===== src/acm_pkg.sv =====
// Purpose: Shared constants for the ADC configuration-mode link and its two ends
// Assumes: One 200 MHz clock (pclk) on both ends
// Notes: Summary of operation below
// Summary of operation
// - Pin-only mode: reset pin held high permanently
// - Pin mode configures itself from the pins
// - Pin mode reads enable and clock as levels
// - Clock level picks coarse gain and reference
// - Enable level picks LVDS/CMOS and number format
// - Three mode pins select power-down and mux
// - Serial mode: reset pin held low
// - Serial/mixed mode: three pins form serial port
// - Host restores register defaults before programming
// - Reset pin stays low after initialization
// - Serial-only: host grounds all mode pins
// - Reset low: registers and mode pins both apply
// - Mixed mode applies mode pins from power-up
// - Override zero: power-down follows mode pins
// - Override one: power-down follows register bits
// - Result appears ten sample clocks after sampling
// - DDR pair: even bit then odd bit
// - Multiplexed output only with CMOS interface
// - Low output supply: capture with delayed sample clock
// - Mode pin code table, all high is mux
// - Init bit restores defaults and self-clears
// - Serial word: 8-bit address, 8-bit data
`default_nettype none
package acm_pkg;
	// ==========================================
	// Serial register map of the converter
	localparam logic [7:0] ACM_SREG_INIT = 8'h00;
	localparam logic [7:0] ACM_SREG_PD = 8'h01;
	localparam logic [7:0] ACM_SREG_CFG = 8'h02;
	localparam int ACM_INIT_BIT = 0;
	localparam int ACM_PIN_PRIORITY_OVERRIDE_BIT = 3;
	localparam int ACM_GAIN_BIT = 0;
	localparam int ACM_EXTREF_BIT = 1;
	localparam int ACM_CMOS_BIT = 2;
	localparam int ACM_SBIN_BIT = 3;
	localparam logic [2:0] ACM_PD_RST = 3'h0;
	localparam logic [3:0] ACM_CFG_RST = 4'h0;
	localparam int ACM_WORD_BITS = 16;
	// ==========================================
	// Mode pin codes {mode_pin_1, mode_pin_2, mode_pin_3}
	localparam logic [2:0] ACM_CODE_A_BUF_OFF = 3'h1;
	localparam logic [2:0] ACM_CODE_B_BUF_OFF = 3'h2;
	localparam logic [2:0] ACM_CODE_AB_BUF_OFF = 3'h3;
	localparam logic [2:0] ACM_CODE_AB_PD = 3'h4;
	localparam logic [2:0] ACM_CODE_A_STBY = 3'h5;
	localparam logic [2:0] ACM_CODE_B_STBY = 3'h6;
	localparam logic [2:0] ACM_CODE_MUX = 3'h7;
	// ==========================================
	// Timing
	localparam int ACM_CLK_MHZ = 200;
	localparam int ACM_LATENCY = 10;
	localparam int ACM_RST_PULSE_NS = 10;
	localparam int ACM_RST_PULSE_CYC = (ACM_RST_PULSE_NS * ACM_CLK_MHZ + 999) / 1000 + 1;
	localparam int ACM_SEN_SETUP_NS = 25;
	localparam int ACM_SEN_SETUP_CYC = (ACM_SEN_SETUP_NS * ACM_CLK_MHZ + 999) / 1000;
	localparam int ACM_SCLK_MAX_MHZ = 20;
	localparam int ACM_SCLK_HALF_CYC = (ACM_CLK_MHZ + 2 * ACM_SCLK_MAX_MHZ - 1) / (2 * ACM_SCLK_MAX_MHZ);
	localparam int ACM_PIN_HOLD_CYC = 64;
	// ==========================================
	// Host APB map
	localparam logic [7:0] ACM_A_CTRL = 8'h00;
	localparam logic [7:0] ACM_A_PINS = 8'h04;
	localparam logic [7:0] ACM_A_WRITE = 8'h08;
	localparam logic [7:0] ACM_A_STATUS = 8'h0C;
	typedef enum logic [1:0] {ACM_MODE_SERIAL, ACM_MODE_MIXED, ACM_MODE_PIN} acm_mode_e;
endpackage
`default_nettype wire


===== src/acm_link_if.sv =====
// Purpose: Pins between converter and configuring host
// Assumes: Levels on sen_level and sclk_level stand for the four analog steps
// Notes: All signals driven by the host
`default_nettype none
interface acm_link_if;
	logic reset_pin;
	logic serial_enable;
	logic serial_clock;
	logic config_serial_input;
	logic [1:0] sen_level;
	logic [1:0] sclk_level;
	logic mode_pin_1;
	logic mode_pin_2;
	logic mode_pin_3;
	modport host (output reset_pin, serial_enable, serial_clock, config_serial_input, sen_level, sclk_level,
		mode_pin_1, mode_pin_2, mode_pin_3);
	modport device (input reset_pin, serial_enable, serial_clock, config_serial_input, sen_level, sclk_level,
		mode_pin_1, mode_pin_2, mode_pin_3);
endinterface
`default_nettype wire


===== src/acm_device.sv =====
// Purpose: Converter end: mode selection, serial registers, output ordering
// Assumes: Link pins asynchronous to pclk; sample_strobe on pclk
// Notes: Long reset-high means pin-only mode; shorter high is an init pulse
`default_nettype none
module acm_device #(
	parameter int WIDTH = 12,
	parameter int PIN_HOLD = acm_pkg::ACM_PIN_HOLD_CYC
) (
	input wire logic pclk,
	input wire logic presetn,
	acm_link_if.device link,
	input wire logic sample_strobe,
	input wire logic [WIDTH-1:0] sample_a,
	input wire logic [WIDTH-1:0] sample_b,
	output logic [WIDTH-1:0] dout_a,
	output logic [WIDTH-1:0] dout_b,
	output logic dout_oe_a,
	output logic dout_oe_b,
	output logic ddr_phase,
	output logic pin_mode,
	output logic cfg_gain,
	output logic cfg_extref,
	output logic cfg_cmos,
	output logic cfg_sbin,
	output logic [2:0] cfg_code
);
	// ==========================================
	// Synchronisers
	logic [10:0] s1_r, s2_r, s1_nxt;
	logic rst_s, sen_s, sclk_s, sdat_s;
	logic [1:0] senl_s, sclkl_s;
	logic [2:0] pins_s;
	always_comb begin
		s1_nxt = {link.reset_pin, link.serial_enable, link.serial_clock, link.config_serial_input,
			link.sen_level, link.sclk_level, link.mode_pin_1, link.mode_pin_2, link.mode_pin_3};
	end
	always_ff @(posedge pclk or negedge presetn) begin
		if (!presetn) begin
			s1_r <= 11'h000;
			s2_r <= 11'h000;
		end else begin
			s1_r <= s1_nxt;
			s2_r <= s1_r;
		end
	end
	assign {rst_s, sen_s, sclk_s, sdat_s, senl_s, sclkl_s, pins_s} = s2_r;

	// ==========================================
	// Mode detection and serial registers
	logic [$clog2(PIN_HOLD+1)-1:0] hold_r, hold_nxt;
	logic sclk_prev_r, sclk_prev_nxt;
	logic [15:0] sh_r, sh_nxt;
	logic [3:0] bit_r, bit_nxt;
	logic [2:0] pd_r, pd_nxt;
	logic pin_priority_override_r, pin_priority_override_nxt;
	logic [3:0] cfg_r, cfg_nxt;
	logic pin_mode_now;
	always_comb begin
		hold_nxt = hold_r;
		sclk_prev_nxt = sclk_s;
		sh_nxt = sh_r;
		bit_nxt = bit_r;
		pd_nxt = pd_r;
		pin_priority_override_nxt = pin_priority_override_r;
		cfg_nxt = cfg_r;
		pin_mode_now = (32'(hold_r) == PIN_HOLD);
		if (!rst_s) begin
			hold_nxt = '0;
		end else if (!pin_mode_now) begin
			hold_nxt = hold_r + 1'b1;
		end
		if (rst_s) begin
			// Registers held at defaults while the pin is high
			pd_nxt = acm_pkg::ACM_PD_RST;
			pin_priority_override_nxt = 1'b0;
			cfg_nxt = acm_pkg::ACM_CFG_RST;
			bit_nxt = 4'h0;
		end else if (sen_s) begin
			bit_nxt = 4'h0;
		end else if (sclk_prev_r && !sclk_s) begin
			sh_nxt = {sh_r[14:0], sdat_s};
			bit_nxt = bit_r + 4'h1;
			if (bit_r == 4'(acm_pkg::ACM_WORD_BITS - 1)) begin
				unique case (sh_r[14:7])
					acm_pkg::ACM_SREG_INIT: begin
						if (sh_nxt[acm_pkg::ACM_INIT_BIT]) begin
							// Bit is never stored, so it reads back low
							pd_nxt = acm_pkg::ACM_PD_RST;
							pin_priority_override_nxt = 1'b0;
							cfg_nxt = acm_pkg::ACM_CFG_RST;
						end
					end
					acm_pkg::ACM_SREG_PD: begin
						pd_nxt = sh_nxt[2:0];
						pin_priority_override_nxt = sh_nxt[acm_pkg::ACM_PIN_PRIORITY_OVERRIDE_BIT];
					end
					acm_pkg::ACM_SREG_CFG: cfg_nxt = sh_nxt[3:0];
					default: ;
				endcase
			end
		end
	end
	always_ff @(posedge pclk or negedge presetn) begin
		if (!presetn) begin
			hold_r <= '0;
			sclk_prev_r <= 1'b0;
			sh_r <= 16'h0000;
			bit_r <= 4'h0;
			pd_r <= acm_pkg::ACM_PD_RST;
			pin_priority_override_r <= 1'b0;
			cfg_r <= acm_pkg::ACM_CFG_RST;
		end else begin
			hold_r <= hold_nxt;
			sclk_prev_r <= sclk_prev_nxt;
			sh_r <= sh_nxt;
			bit_r <= bit_nxt;
			pd_r <= pd_nxt;
			pin_priority_override_r <= pin_priority_override_nxt;
			cfg_r <= cfg_nxt;
		end
	end

	// ==========================================
	// Effective configuration
	logic pm_nxt, gain_nxt, ext_nxt, cmos_nxt, sbin_nxt;
	logic [2:0] code_nxt;
	always_comb begin
		pm_nxt = pin_mode_now;
		if (pin_mode_now) begin
			gain_nxt = sclkl_s[1];
			ext_nxt = sclkl_s[1] ^ sclkl_s[0];
			cmos_nxt = senl_s[1];
			sbin_nxt = senl_s[1] ^ senl_s[0];
			code_nxt = pins_s;
		end else begin
			// Analog levels ignored here
			gain_nxt = cfg_r[acm_pkg::ACM_GAIN_BIT];
			ext_nxt = cfg_r[acm_pkg::ACM_EXTREF_BIT];
			cmos_nxt = cfg_r[acm_pkg::ACM_CMOS_BIT];
			sbin_nxt = cfg_r[acm_pkg::ACM_SBIN_BIT];
			// Power-down source picked by override
			code_nxt = pin_priority_override_r ? pd_r : pins_s;
		end
	end
	always_ff @(posedge pclk or negedge presetn) begin
		if (!presetn) begin
			pin_mode <= 1'b0;
			cfg_gain <= 1'b0;
			cfg_extref <= 1'b0;
			cfg_cmos <= 1'b0;
			cfg_sbin <= 1'b0;
			cfg_code <= 3'h0;
		end else begin
			pin_mode <= pm_nxt;
			cfg_gain <= gain_nxt;
			cfg_extref <= ext_nxt;
			cfg_cmos <= cmos_nxt;
			cfg_sbin <= sbin_nxt;
			cfg_code <= code_nxt;
		end
	end

	// ==========================================
	// Latency pipeline and output ordering
	localparam int ACM_LAT = acm_pkg::ACM_LATENCY;
	logic [WIDTH-1:0] pa_r [ACM_LAT], pb_r [ACM_LAT];
	genvar gi;
	generate
		for (gi = 0; gi < ACM_LAT; gi++) begin : g_pipe
			always_ff @(posedge pclk or negedge presetn) begin
				if (!presetn) begin
					pa_r[gi] <= '0;
					pb_r[gi] <= '0;
				end else if (sample_strobe) begin
					pa_r[gi] <= (gi == 0) ? sample_a : pa_r[gi == 0 ? 0 : gi-1];
					pb_r[gi] <= (gi == 0) ? sample_b : pb_r[gi == 0 ? 0 : gi-1];
				end
			end
		end
	endgenerate

	function automatic logic [WIDTH-1:0] acm_fmt(input logic [WIDTH-1:0] v, input logic sbin);
		acm_fmt = sbin ? {~v[WIDTH-1], v[WIDTH-2:0]} : v;
	endfunction
	function automatic logic [WIDTH-1:0] acm_lanes(input logic [WIDTH-1:0] v, input logic odd);
		acm_lanes = '0;
		for (int i = 0; i < WIDTH / 2; i++) begin
			acm_lanes[i] = v[2*i + (odd ? 1 : 0)];
		end
	endfunction

	logic [WIDTH-1:0] da_nxt, db_nxt, fa, fb;
	logic oea_nxt, oeb_nxt, ph_nxt, mux;
	always_comb begin
		fa = acm_fmt(pa_r[ACM_LAT-1], cfg_sbin);
		fb = acm_fmt(pb_r[ACM_LAT-1], cfg_sbin);
		ph_nxt = ~ddr_phase;
		mux = (cfg_code == acm_pkg::ACM_CODE_MUX) && cfg_cmos;
		oea_nxt = 1'b1;
		oeb_nxt = 1'b1;
		unique case (cfg_code)
			acm_pkg::ACM_CODE_A_BUF_OFF, acm_pkg::ACM_CODE_A_STBY: oea_nxt = 1'b0;
			acm_pkg::ACM_CODE_B_BUF_OFF, acm_pkg::ACM_CODE_B_STBY: oeb_nxt = 1'b0;
			acm_pkg::ACM_CODE_AB_BUF_OFF, acm_pkg::ACM_CODE_AB_PD: begin
				oea_nxt = 1'b0;
				oeb_nxt = 1'b0;
			end
			acm_pkg::ACM_CODE_MUX: oeb_nxt = !cfg_cmos;
			default: ;
		endcase
		if (mux) begin
			da_nxt = ph_nxt ? fb : fa;
			db_nxt = '0;
		end else if (cfg_cmos) begin
			da_nxt = fa;
			db_nxt = fb;
		end else begin
			da_nxt = acm_lanes(fa, ph_nxt);
			db_nxt = acm_lanes(fb, ph_nxt);
		end
		if (!oea_nxt) begin
			da_nxt = '0;
		end
		if (!oeb_nxt) begin
			db_nxt = '0;
		end
	end
	always_ff @(posedge pclk or negedge presetn) begin
		if (!presetn) begin
			dout_a <= '0;
			dout_b <= '0;
			dout_oe_a <= 1'b0;
			dout_oe_b <= 1'b0;
			ddr_phase <= 1'b0;
		end else begin
			dout_a <= da_nxt;
			dout_b <= db_nxt;
			dout_oe_a <= oea_nxt;
			dout_oe_b <= oeb_nxt;
			ddr_phase <= ph_nxt;
		end
	end
endmodule
`default_nettype wire


===== src/flat_wrapper.sv =====
// flat-port wrapper written by rule: the top's interface ports become plain ports
module acm_device_flat 
#(
	parameter int WIDTH = 12,
	parameter int PIN_HOLD = acm_pkg::ACM_PIN_HOLD_CYC
)
  (pclk, presetn, sample_strobe, sample_a, sample_b, dout_a, dout_b, dout_oe_a, dout_oe_b, ddr_phase, pin_mode, cfg_gain, cfg_extref, cfg_cmos, cfg_sbin, cfg_code, link_reset_pin, link_serial_enable, link_serial_clock, link_config_serial_input, link_sen_level, link_sclk_level, link_mode_pin_1, link_mode_pin_2, link_mode_pin_3);
  acm_link_if link_i ();
  input wire logic pclk;
  input wire logic presetn;
  input wire logic sample_strobe;
  input wire logic [WIDTH-1:0] sample_a;
  input wire logic [WIDTH-1:0] sample_b;
  output logic [WIDTH-1:0] dout_a;
  output logic [WIDTH-1:0] dout_b;
  output logic dout_oe_a;
  output logic dout_oe_b;
  output logic ddr_phase;
  output logic pin_mode;
  output logic cfg_gain;
  output logic cfg_extref;
  output logic cfg_cmos;
  output logic cfg_sbin;
  output logic [2:0] cfg_code;
  input wire logic [$bits(link_i.reset_pin)-1:0] link_reset_pin;
  input wire logic [$bits(link_i.serial_enable)-1:0] link_serial_enable;
  input wire logic [$bits(link_i.serial_clock)-1:0] link_serial_clock;
  input wire logic [$bits(link_i.config_serial_input)-1:0] link_config_serial_input;
  input wire logic [$bits(link_i.sen_level)-1:0] link_sen_level;
  input wire logic [$bits(link_i.sclk_level)-1:0] link_sclk_level;
  input wire logic [$bits(link_i.mode_pin_1)-1:0] link_mode_pin_1;
  input wire logic [$bits(link_i.mode_pin_2)-1:0] link_mode_pin_2;
  input wire logic [$bits(link_i.mode_pin_3)-1:0] link_mode_pin_3;
  assign link_i.reset_pin = link_reset_pin;
  assign link_i.serial_enable = link_serial_enable;
  assign link_i.serial_clock = link_serial_clock;
  assign link_i.config_serial_input = link_config_serial_input;
  assign link_i.sen_level = link_sen_level;
  assign link_i.sclk_level = link_sclk_level;
  assign link_i.mode_pin_1 = link_mode_pin_1;
  assign link_i.mode_pin_2 = link_mode_pin_2;
  assign link_i.mode_pin_3 = link_mode_pin_3;
  acm_device #(.WIDTH(WIDTH), .PIN_HOLD(PIN_HOLD)) u_core (.pclk(pclk), .presetn(presetn), .link(link_i), .sample_strobe(sample_strobe), .sample_a(sample_a), .sample_b(sample_b), .dout_a(dout_a), .dout_b(dout_b), .dout_oe_a(dout_oe_a), .dout_oe_b(dout_oe_b), .ddr_phase(ddr_phase), .pin_mode(pin_mode), .cfg_gain(cfg_gain), .cfg_extref(cfg_extref), .cfg_cmos(cfg_cmos), .cfg_sbin(cfg_sbin), .cfg_code(cfg_code));
endmodule

===== config.mk =====
export PLATFORM = sky130hd
export DESIGN_NAME = acm_device_flat
export DESIGN_NICKNAME = d
export VERILOG_FILES = /design/src/acm_pkg.sv /design/src/acm_link_if.sv /design/src/acm_device.sv /design/src/flat_wrapper.sv
export SDC_FILE = /design/constraint.sdc
export NUM_CORES = 1
export LEC_CHECK = 0
export BUFFER_PORTS_ARGS = -buffer_cell sky130_fd_sc_hd__clkbuf_2
export CAP_MARGIN = 20
export CORE_ASPECT_RATIO = 0.7
export CORE_MARGIN = 5
export CORE_UTILIZATION = 56
export DETAILED_ROUTE_END_ITERATION = 8
export GPL_TIMING_DRIVEN = 1
export PLACE_DENSITY = 0.74
export SETUP_SLACK_MARGIN = 0.1
export SKIP_CTS_REPAIR_TIMING = 1
export SYNTH_ARGS = -nofsm -noshare
export SYNTH_HDL_FRONTEND = slang
export SYNTH_SLANG_ARGS = --single-unit

===== constraint.sdc =====
create_clock -name pclk -period 4.7 [get_ports pclk]
set_input_delay 0.705 -clock pclk [delete_from_list [all_inputs] [get_ports pclk]]
set_output_delay 0.705 -clock pclk [all_outputs]
set_load 0.03 [all_outputs]

==> reports/results.tsv, run 1 <==
stage	metric	value	unit
logic_synthesis	number of flops mapped to enable cells by yosys	0	
clocking	CTS sink count	332	
logic_synthesis	Synth Area per Inst	15.92	um2
cells_and_area	FILL cells	1487	
floorplan	Chip Width	189.2	um
timing	Max Transition Viols Final	0	
logic_synthesis	Synth Cell Area	12590	um2
clocking	Max clock buf depth	3	
logic_synthesis	Yosys top cell area share	65.98	%
cells_and_area	count of nets after finishing	907	
logic_synthesis	Primary FF master, synth	dfrtp_1	
timing	Hold Fails Final Rpt	0	
critical_path	crit path cell chain	clkbuf_2	
timing	fin crit share	52.55	%
pwr	PwrDens	526.2	nW/um2
placed_design	PortBufs	72	
cells_and_area	synthesis-to-finish area growth	12.78	%
cells_and_area	antenna cells	0	
critical_path	Setup crit end kind	primary output	
timing	Final WS setup	2.230	ns
critical_path	crit path DAT	1.76	ns
clocking	CTS H-tree depth	1	
routing	via count	6501	
floorplan	core area	21900	um2
critical_path	CP Launch Type	register	
placed_design	pre-CTS setup slack	2.299	ns
clocking	CTS root buffer	clkbuf_16	
floorplan	Initial Util	57.49	%
routing	routed len/inst	18.04	um
pwr	Lkg Pwr	6.440	nW
timing	worst slew pin tran	1.001	ns
logic_synthesis	Async SR Flop Fraction	100.0	%
critical_path	Bufs and invs on worst path	1	
grt	gr usage total	16.83	%
job	max_cap viols	0	
placed_design	post-DP HPWL	13.52	mm
routing	post-route DRC violation count	0	
critical_path	CP Class	register to primary output	
routing	number of DRC markers in iteration 0	414	
grt	largest net degree at the start of global routing	139	
critical_path	top cell family by delay on the critical path	flip-flops	
timing	Max transition margin	33.24	%
status	status	completed	
grt	first-pass GRT wire length	35.83	mm
logic_synthesis	Yosys cell types	48	
timing	setup TNS	0	ns
timing	Layout Skew	0.02003	ns
timing	final setup violation count	0	
placed_design	Placed Area	13180	um2
routing	Post-DRT Antenna Nets	0	
logic_synthesis	synth top area cells	dfrtp_1 66%, mux2_2 23%, buf_2 1.2%	
grt	vias in the first global route	7004	
routing	WL final	21.14	mm
cells_and_area	share of cells above drive strength 1	45.06	%
logic_synthesis	Yosys reg bits	332	
critical_path	critical path fanouts, max	27	
floorplan	chip height	135.5	um
logic_synthesis	Syn. warnings	0	
worst_hold_path	worst hold-check path type	primary input to register	
floorplan	Die ar.	25630	um2
floorplan	Ports	73	
logic_synthesis	Synth area leader	dfrtp_1	
grt	GRT overflow	0	
timing	Peak Freq	404.9	MHz
routing	drt via density	5.547	
critical_path	Slowest-stage cell, CP	dfrtp_1	
clocking	CTS clk-pin slew, worst paths	0.07	ns
timing	min cycle time layout	2.470	ns
clocking	Clk Latency, worst-skew pair	0.56	ns
cells_and_area	design area	14200	um2
critical_path	critical path required time	3.99	ns
pwr	VDD IR-drop max	0.3373	mV
clocking	CTS tree	yes	
clocking	Inserted Clock Buffers	30	
placed_design	gpl congestion	0.8464	
floorplan	Rows	45	
logic_synthesis	syn_nets	832	
routing	DRT Pass-1 Iters	4	
logic_synthesis	Syn Inst Count	791	
critical_path	Max stage delay on crit path	0.89	ns
timing	RSZ-0062 raised after global routing	false	
grt	initial antenna violation count	1	
logic_synthesis	register area share after synthesis	65.98	%
flip-flops by register name (all words and copies together), names as in the netlist, 3 cells and up:
| signal | count |
|---|---|
| u_core.bit_r | 4 |
| u_core.cfg_code | 3 |
| u_core.cfg_r | 4 |
| u_core.dout_a | 12 |
| u_core.dout_b | 12 |
| u_core.hold_r | 7 |
| u_core.pa_r | 120 |
| u_core.pb_r | 120 |
| u_core.pd_r | 3 |
| u_core.s1_r | 11 |
| u_core.s2_r | 11 |
| u_core.sh_r | 15 |
layout by cell type, fill, tap and decap left out, drive strengths merged, types with 6 or more instances in the layout:
cell      n
o21ai     8
o22ai     8
a32o      6
nand2     7
xor2      8
nand2b    7
a211oi    9
mux2i     8
nor2      9
a21oi    11
nor2b     7
clkbuf  118
nand3     7
buf       9
inv      19
and3      6
mux2    259
clkinv    6
dfrtp   332
cells by family after synthesis:
group	share of synthesized area (%)
flops	65.98
mux	24.01
simple gates	3.279
compound gates	3.667
buf+inv	2.216
xor+xnor	0.5565
fa+ha+maj	0.2981
cell usage after synthesis (2+ instances only):
master    count
mux2_2      252
a32o_1        6
a21oi_1      10
mux2i_1       8
or2_1         2
o211a_1       4
nor2b_1       7
o21ai_0       7
nor2_1        8
o31ai_1       2
and3_1        6
and4bb_2      3
inv_1        18
nand3_1       7
mux2_4        7
nand4_1       3
or3_1         5
a41o_2        2
nor3b_1       2
nand2b_1      6
o211ai_1      2
o21ba_2       2
and2_1        2
a211oi_1      9
ha_1          3
o22ai_1       8
xor2_1        8
buf_2        30
buf_6         2
nor3_1        2
a211o_1       2
nand2_1       7
a21boi_0      2
clkbuf_1      2
dfrtp_1     332
worst paths after layout:
kind,startpoint,cells past startpoint,slack (ns),to
max,u_core.ddr_phase,1,2.23,ddr_phase
min,link_mode_pin_3,1,0.25,u_core.s1_r[0]
max reg2reg,u_core.cfg_cmos,3,2.59,u_core.dout_a[11]
min reg2reg,u_core.s1_r[9],0,0.35,u_core.s2_r[9]
max in group asynchronous,presetn,2,3.20,u_core.pa_r[21]
min in group asynchronous,presetn,1,0.27,u_core.pb_r[112]
per-stage QoR:
stage	hold WS (ns)	power, mW	instances	utilization, %
final	0.2505	7.472	1172	64.84
after global routing	0.2230	7.856	1172	64.84
after CTS	0.2256	7.555	1172	64.84
after detailed placement	0.3347	5.090	1116	60.19
after global placement	0.3318	4.999	1116	60.19
after floorplan	0.3312	4.678	791	-
metal layers:
layer  global-route usage (%)  routed length (um)  up-vias
li1                         -                   -     2955
met1                    23.47                9640     3393
met2                    27.68               10240      104
met3                    3.426                 775       47
met4                    4.137                 468        2
met5                        0                  13        -
layout make-up:
| type | instances | area, um2 | share of cell area (%) |
|---|---|---|---|
| clock buffer | 48 | 928.4 | 6.537 |
| timing repair buffer | 79 | 445.4 | 3.137 |
| tap | 282 | 352.8 | 2.485 |
| clock inverter | 8 | 90.09 | 0.6344 |
| inverter | 19 | 71.32 | 0.5022 |
| sequential | 332 | 8308 | 58.50 |
| multi-input combinational | 404 | 4005 | 28.20 |
power by group:
| part | internal, mW | switching (mW) |
|---|---|---|
| Sequential | 3.56 | 0.441 |
| Combinational | 0.618 | 0.411 |
| Clock | 1.41 | 1.03 |
| Total | 5.59 | 1.88 |
No activity file was read; power rests on OpenSTA's default activity.
==> run 2: changes to the inputs <==
==> constraint.sdc (replaced) <==
create_clock -name pclk -period 2.3 [get_ports pclk]
set_input_delay 0.345 -clock pclk [delete_from_list [all_inputs] [get_ports pclk]]
set_output_delay 0.345 -clock pclk [all_outputs]
set_load 0.03 [all_outputs]
==> run 2 against run 1 <==
  * Setup slack worse by 1.9 ns
  * Sequential cell count unchanged
  * Die area unchanged
  * Clock-buffer cell count is 2 lower
  * Clock skew fell by 0.0053 ns
  * Power up 100%
  * Clock power increased by 97%
  * Utilization increased by 1.0 points
==> reports/results.tsv, run 2 (synthesis gave the netlist of run 1 again) <==
stage	metric	value	unit	change
routing	via count	6571		was 6501
job	max_cap viols	0		unchanged
pwr	Lkg Pwr	6.546	nW	was 6.440 nW
status	status	completed		unchanged
placed_design	gpl congestion	0.7798		was 0.8464
clocking	Max clock buf depth	3		unchanged
clocking	CTS tree	yes		unchanged
routing	post-route DRC violation count	0		unchanged
floorplan	core area	21900	um2	unchanged
pwr	VDD IR-drop max	0.6334	mV	was 0.3373 mV
worst_hold_path	worst hold path depth	2		was 1
critical_path	critical path startpoint	u_core.ddr_phase		unchanged
timing	Max Transition Viols Final	0		unchanged
floorplan	chip height	135.5	um	unchanged
critical_path	critical path required time	1.96	ns	was 3.99 ns
floorplan	Ports	73		unchanged
timing	RSZ-0062 raised after global routing	false		unchanged
critical_path	critical path fanouts, max	16		was 27
pwr	PwrDens	1047	nW/um2	was 526.2 nW/um2
clocking	CTS clk-pin slew, worst paths	0.06	ns	was 0.07 ns
critical_path	CP Class	register to primary output		unchanged
critical_path	crit path DAT	1.65	ns	was 1.76 ns
timing	setup TNS	0	ns	unchanged
placed_design	post-DP HPWL	13.99	mm	was 13.52 mm
grt	first-pass GRT wire length	35.87	mm	was 35.83 mm
critical_path	CP Launch Type	register		unchanged
routing	WL final	20.87	mm	was 21.14 mm
floorplan	Initial Util	57.49	%	unchanged
routing	DRT Pass-1 Iters	6		was 4
timing	Max transition margin	65.68	%	was 33.24%
timing	fin crit share	86.56	%	
routing	number of DRC markers in iteration 0	400		was 414
clocking	Inserted Clock Buffers	30		unchanged
clocking	CTS root buffer	clkbuf_16		unchanged
grt	initial antenna violation count	0		was 1
floorplan	Chip Width	189.2	um	unchanged
routing	drt via density	5.513		was 5.547
timing	min cycle time layout	1.991	ns	
routing	routed len/inst	17.51	um	was 18.04 um
worst_hold_path	worst hold-check path type	primary input to register		unchanged
clocking	CTS H-tree depth	1		unchanged
timing	Layout Skew	0.01476	ns	was 0.02003 ns
cells_and_area	share of cells above drive strength 1	44.73	%	was 45.06%
floorplan	Die ar.	25630	um2	unchanged
grt	vias in the first global route	6993		was 7004
cells_and_area	synthesis-to-finish area growth	14.54	%	was 12.78%
critical_path	CP endpoint	ddr_phase		unchanged
cells_and_area	FILL cells	1552		was 1487
grt	GRT overflow	0		unchanged
timing	Hold Fails Final Rpt	0		unchanged
timing	worst slew pin tran	0.5148	ns	was 1.001 ns
routing	Post-DRT Antenna Nets	0		unchanged
cells_and_area	commonest cells after routing, fill and taps aside	332 x dfrtp_1, 252 x mux2_2, 70 x clkbuf_2, 31 x clkbuf_16, 18 x inv_1		was 332 x dfrtp_1, 252 x mux2_2, 70 x clkbuf_2, 30 x clkbuf_16, 18 x inv_1
critical_path	Worst R2R End	u_core.dout_a[7]		was u_core.dout_a[11]
grt	largest net degree at the start of global routing	68		was 139
clocking	CTS sink count	332		unchanged
clocking	Clk Latency, worst-skew pair	0.55	ns	was 0.56 ns
critical_path	worst reg2reg path startpoint	u_core.cfg_code[2]		was u_core.cfg_cmos
floorplan	Rows	45		unchanged
timing	final setup violation count	0		unchanged
cells_and_area	antenna cells	0		unchanged
cells_and_area	count of nets after finishing	929		was 907
cells_and_area	top flop regs	u_core.pa_r (120), u_core.pb_r (120), u_core.sh_r (15)		unchanged
critical_path	r2r setup slk	0.60	ns	was 2.59 ns
placed_design	PortBufs	72		unchanged
timing	Peak Freq	502.3	MHz	
pwr	Pwr Total	15.10	mW	was 7.472 mW
critical_path	Setup crit end kind	primary output		unchanged
critical_path	R2R depth	3		unchanged
cells_and_area	commonest non-fill, non-tap cell in the layout	dfrtp_1		unchanged
grt	gr usage total	16.85	%	was 16.83%
## run 2: cell count changes in the layout (fill, tap and decap cells not counted), moves of 3 or more
| cell | change |
|---|---|
| buf_4 | +3 |
| clkinv_2 | +3 |
| dlygate4sd3_1 | +12 |
| buf_12 | +7 |
| clkbuf_8 | -5 |
## run 2: worst min-delay path by stage
| stage | from | end | slack (ns) |
|---|---|---|---|
| 3_3_place_gp | presetn | u_core.pb_r[112] | 0.34 |
| 6_report | sample_a[10] | u_core.pa_r[118] | 0.03 |
| 5_1_grt | sample_b[5] | u_core.pb_r[113] | 0.02 |
| 3_5_place_dp | presetn | u_core.pb_r[112] | 0.33 |
| 2_1_floorplan | presetn | u_core.bit_r[0] | 0.05 |
| 4_1_cts | presetn | u_core.pb_r[112] | -0.25 |
## run 2: area by class of cell
cell class              count  area [um2]  area share, %
inverters                  19       71.32         0.4945
flip-flops and latches    332        8308          57.60
clock buffers              46       892.1          6.185
repair buffers            101       728.2          5.049
clock inverters             8       65.06         0.4511
well taps                 282       352.8          2.446
multi-input cells         404        4005          27.77
## run 2: per-stage QoR
stage / hold slack (ns) / utilization [%] / instance area (um2) / worst slack, ns / instances
floorplan: 0.04941 / - / 12590 / 0.8252 / 791
global placement: 0.3357 / 60.93 / 13350 / 0.7501 / 1126
detailed placement: 0.3331 / 60.93 / 13350 / 0.6464 / 1126
CTS: -0.2531 / 65.30 / 14300 / 0.2954 / 1180
global route: 0.01713 / 65.85 / 14420 / 0.2176 / 1192
finish: 0.03084 / 65.85 / 14420 / 0.3090 / 1192
## run 2: per-layer routing
metal	global-route usage (%)	vias to the layer above	part of all wire, %
li1	-	3007	-
met1	24.78	3439	46
met2	27.17	97	48
met3	2.937	28	3.9
met4	3.173	0	1.7
met5	0	-	0
## run 2: worst max-delay path: stages (launching register included)
cell      delay, ns
dfrtp_1        0.58
buf_4          0.29
clkbuf_2       0.24
## run 2: where the power goes
group | internal (mW) | switching, mW
clock network | 2.77 | 2.03
logic | 1.30 | 0.825
registers | 7.28 | 0.904
==> run 3: changes to the inputs <==
--- a/config.mk
+++ b/config.mk
@@ -5,7 +5,7 @@
 export SDC_FILE = /design/constraint.sdc
 export NUM_CORES = 1
 export LEC_CHECK = 0
-export BUFFER_PORTS_ARGS = -buffer_cell sky130_fd_sc_hd__clkbuf_2
+export BUFFER_PORTS_ARGS = -buffer_cell sky130_fd_sc_hd__buf_2
 export CAP_MARGIN = 20
 export CORE_ASPECT_RATIO = 0.7
 export CORE_MARGIN = 5
==> run 3 against run 2 <==
  * Die area unchanged
  * Final area decreased by 0.11%
  * Critical path depth increased by 3
  * First-iteration DRC count increased by 4.5%
  * Final cell count decreased by 0.17%
  * Clock skew decreased by 0.0068 ns
  * Power increased by 0.50%
  * Critical path type is now register to register
==> reports/results.tsv, run 3 (synthesis gave the netlist of run 1 again) <==
stage	metric	value	unit	change
routing	via count	6613		was 6571
cells_and_area	synthesis-to-finish area growth	14.41	%	was 14.54%
clocking	CTS sink count	332		unchanged
pwr	Psw	3.739	mW	was 3.760 mW
critical_path	critical path required time	2.72	ns	was 1.96 ns
timing	setup TNS	0	ns	unchanged
timing	worst slew pin tran	0.5832	ns	was 0.5148 ns
cells_and_area	top flop regs	u_core.pa_r (120), u_core.pb_r (120), u_core.sh_r (15)		unchanged
cells_and_area	FILL cells	1539		was 1552
critical_path	critical path fanouts, max	6		was 16
pwr	Lkg Pwr	6.548	nW	was 6.546 nW
floorplan	chip height	135.5	um	unchanged
pwr	PwrDens	1054	nW/um2	was 1047 nW/um2
cells_and_area	share of cells above drive strength 1	44.60	%	was 44.73%
timing	Max Transition Viols Final	0		unchanged
worst_hold_path	worst hold-check path type	primary input to register		unchanged
floorplan	Rows	45		unchanged
timing	final setup violation count	0		unchanged
critical_path	CP Class	register to register		was register to primary output
cells_and_area	commonest non-fill, non-tap cell in the layout	dfrtp_1		unchanged
clocking	CTS H-tree depth	1		unchanged
critical_path	CP Launch Type	register		unchanged
clocking	Inserted Clock Buffers	30		unchanged
cells_and_area	antenna cells	0		unchanged
floorplan	core area	21900	um2	unchanged
routing	post-route DRC violation count	0		unchanged
floorplan	Die ar.	25630	um2	unchanged
grt	largest net degree at the start of global routing	87		was 68
timing	Layout Skew	0.007958	ns	was 0.01476 ns
critical_path	Setup crit end kind	register		was primary output
grt	initial antenna violation count	1		was 0
timing	fin crit share	76.47	%	was 86.56%
pwr	Pwr Total	15.18	mW	was 15.10 mW
routing	drt via density	5.557		was 5.513
pwr	sw frac	24.63	%	was 24.89%
routing	DRT Pass-1 Iters	4		was 6
grt	gr usage total	16.44	%	was 16.85%
clocking	Max clock buf depth	3		unchanged
timing	Peak Freq	568.6	MHz	was 502.3 MHz
floorplan	Initial Util	57.49	%	unchanged
pwr	Reg power frac	53.8	%	was 54.2%
grt	first-pass GRT wire length	34.94	mm	was 35.87 mm
pwr	Clk pwr share	32.2	%	was 31.8%
placed_design	pre-CTS setup slack	0.5867	ns	was 0.6464 ns
pwr	power share of the combinational group	14.1	%	about the same
clocking	Clk Latency, worst-skew pair	0.54	ns	was 0.55 ns
placed_design	post-DP HPWL	13.96	mm	was 13.99 mm
grt	vias in the first global route	6914		was 6993
routing	routed len/inst	17.43	um	was 17.51 um
grt	GRT overflow	0		unchanged
timing	Hold Fails Final Rpt	0		unchanged
timing	Max transition margin	61.12	%	was 65.68%
placed_design	PortBufs	72		unchanged
timing	RSZ-0062 raised after global routing	false		unchanged
pwr	VDD IR-drop max	0.6713	mV	was 0.6334 mV
status	status	completed		unchanged
clocking	CTS tree	yes		unchanged
floorplan	Chip Width	189.2	um	unchanged
placed_design	gpl congestion	0.8569		was 0.7798
timing	min cycle time layout	1.759	ns	was 1.991 ns
clocking	CTS root buffer	clkbuf_16		unchanged
routing	WL final	20.74	mm	was 20.87 mm
clocking	CTS clk-pin slew, worst paths	0.06	ns	about the same
cells_and_area	count of nets after finishing	926		was 929
pwr	cell internal pwr	11.44	mW	was 11.34 mW
critical_path	crit path DAT	2.17	ns	was 1.65 ns
floorplan	Ports	73		unchanged
job	max_cap viols	0		unchanged
cells_and_area	commonest cells after routing, fill and taps aside	332 x dfrtp_1, 252 x mux2_2, 70 x buf_2, 31 x clkbuf_16, 18 x inv_1		was 332 x dfrtp_1, 252 x mux2_2, 70 x clkbuf_2, 31 x clkbuf_16, 18 x inv_1
timing	Final WS setup	0.5412	ns	was 0.3090 ns
routing	Post-DRT Antenna Nets	0		unchanged
routing	number of DRC markers in iteration 0	418		was 400
## run 3: changes by cell type in the layout (fill, tap and decap cells not counted), sizes merged
cell / previous run / this run
buf: 19 / 86
clkbuf: 116 / 49
clkinv: 7 / 5
## run 3: area by class of cell
| type | instances | area, um2 | area share (%) |
|---|---|---|---|
| clock buffers | 49 | 933.4 | 6.479 |
| clock inverters | 6 | 55.05 | 0.3821 |
| inverters | 19 | 71.32 | 0.4951 |
| multi-input cells | 404 | 4005 | 27.80 |
| flip-flops and latches | 332 | 8308 | 57.67 |
| well taps | 282 | 352.8 | 2.449 |
| repair buffers | 98 | 680.7 | 4.725 |
## run 3: worst max-delay path: stages, from the launching register on
cell and delay, ns:
dfrtp_1 0.43, inv_1 0.11, ha_1 0.18, nand4bb_1 0.27, o21ai_2 0.27, mux2_2 0.37
## run 3: routing by layer
metal,GRT usage (%),vias up,part of all wire [%]
met2,26.23,142,47
met1,23.65,3415,46
met4,4.940,2,2.6
met3,2.859,49,3.8
met5,0,-,0.063
li1,-,3005,-
## run 3: power by group through the flow
| stage | sequential, mW | clock, mW | combinational [mW] |
|---|---|---|---|
| 2_1_floorplan | 8.00 | 0 | 1.56 |
| 3_3_place_gp | 8.21 | 0 | 2.04 |
| 3_5_place_dp | 8.27 | 0 | 2.15 |
| 4_1_cts | 8.17 | 5.03 | 2.16 |
| 5_1_grt | 8.34 | 5.26 | 2.37 |
| 6_report | 8.16 | 4.89 | 2.13 |
## run 3: final timing paths
path                                        from                  to  slack [ns]  depth (start not counted)
worst max-delay path            u_core.hold_r[0]  u_core.cfg_code[2]        0.54                          5
worst min-delay path                 sample_b[8]    u_core.pb_r[116]        0.03                          2
worst max register to register  u_core.hold_r[0]  u_core.cfg_code[2]        0.54                          5
worst min register to register    u_core.s1_r[9]      u_core.s2_r[9]        0.35                          0
max in group asynchronous                presetn     u_core.pa_r[19]        1.13                          3
min in group asynchronous                presetn    u_core.pb_r[110]        0.26                          2
## run 3: per-stage QoR
step,instance area [um2],cells,hold slack [ns],util (%)
2_1_floorplan,12590,791,0.04941,-
3_3_place_gp,13300,1123,0.2378,60.71
3_5_place_dp,13300,1123,0.2448,60.71
4_1_cts,14290,1178,-0.3397,65.23
5_1_grt,14410,1190,0.01576,65.78
6_report,14410,1190,0.03253,65.78
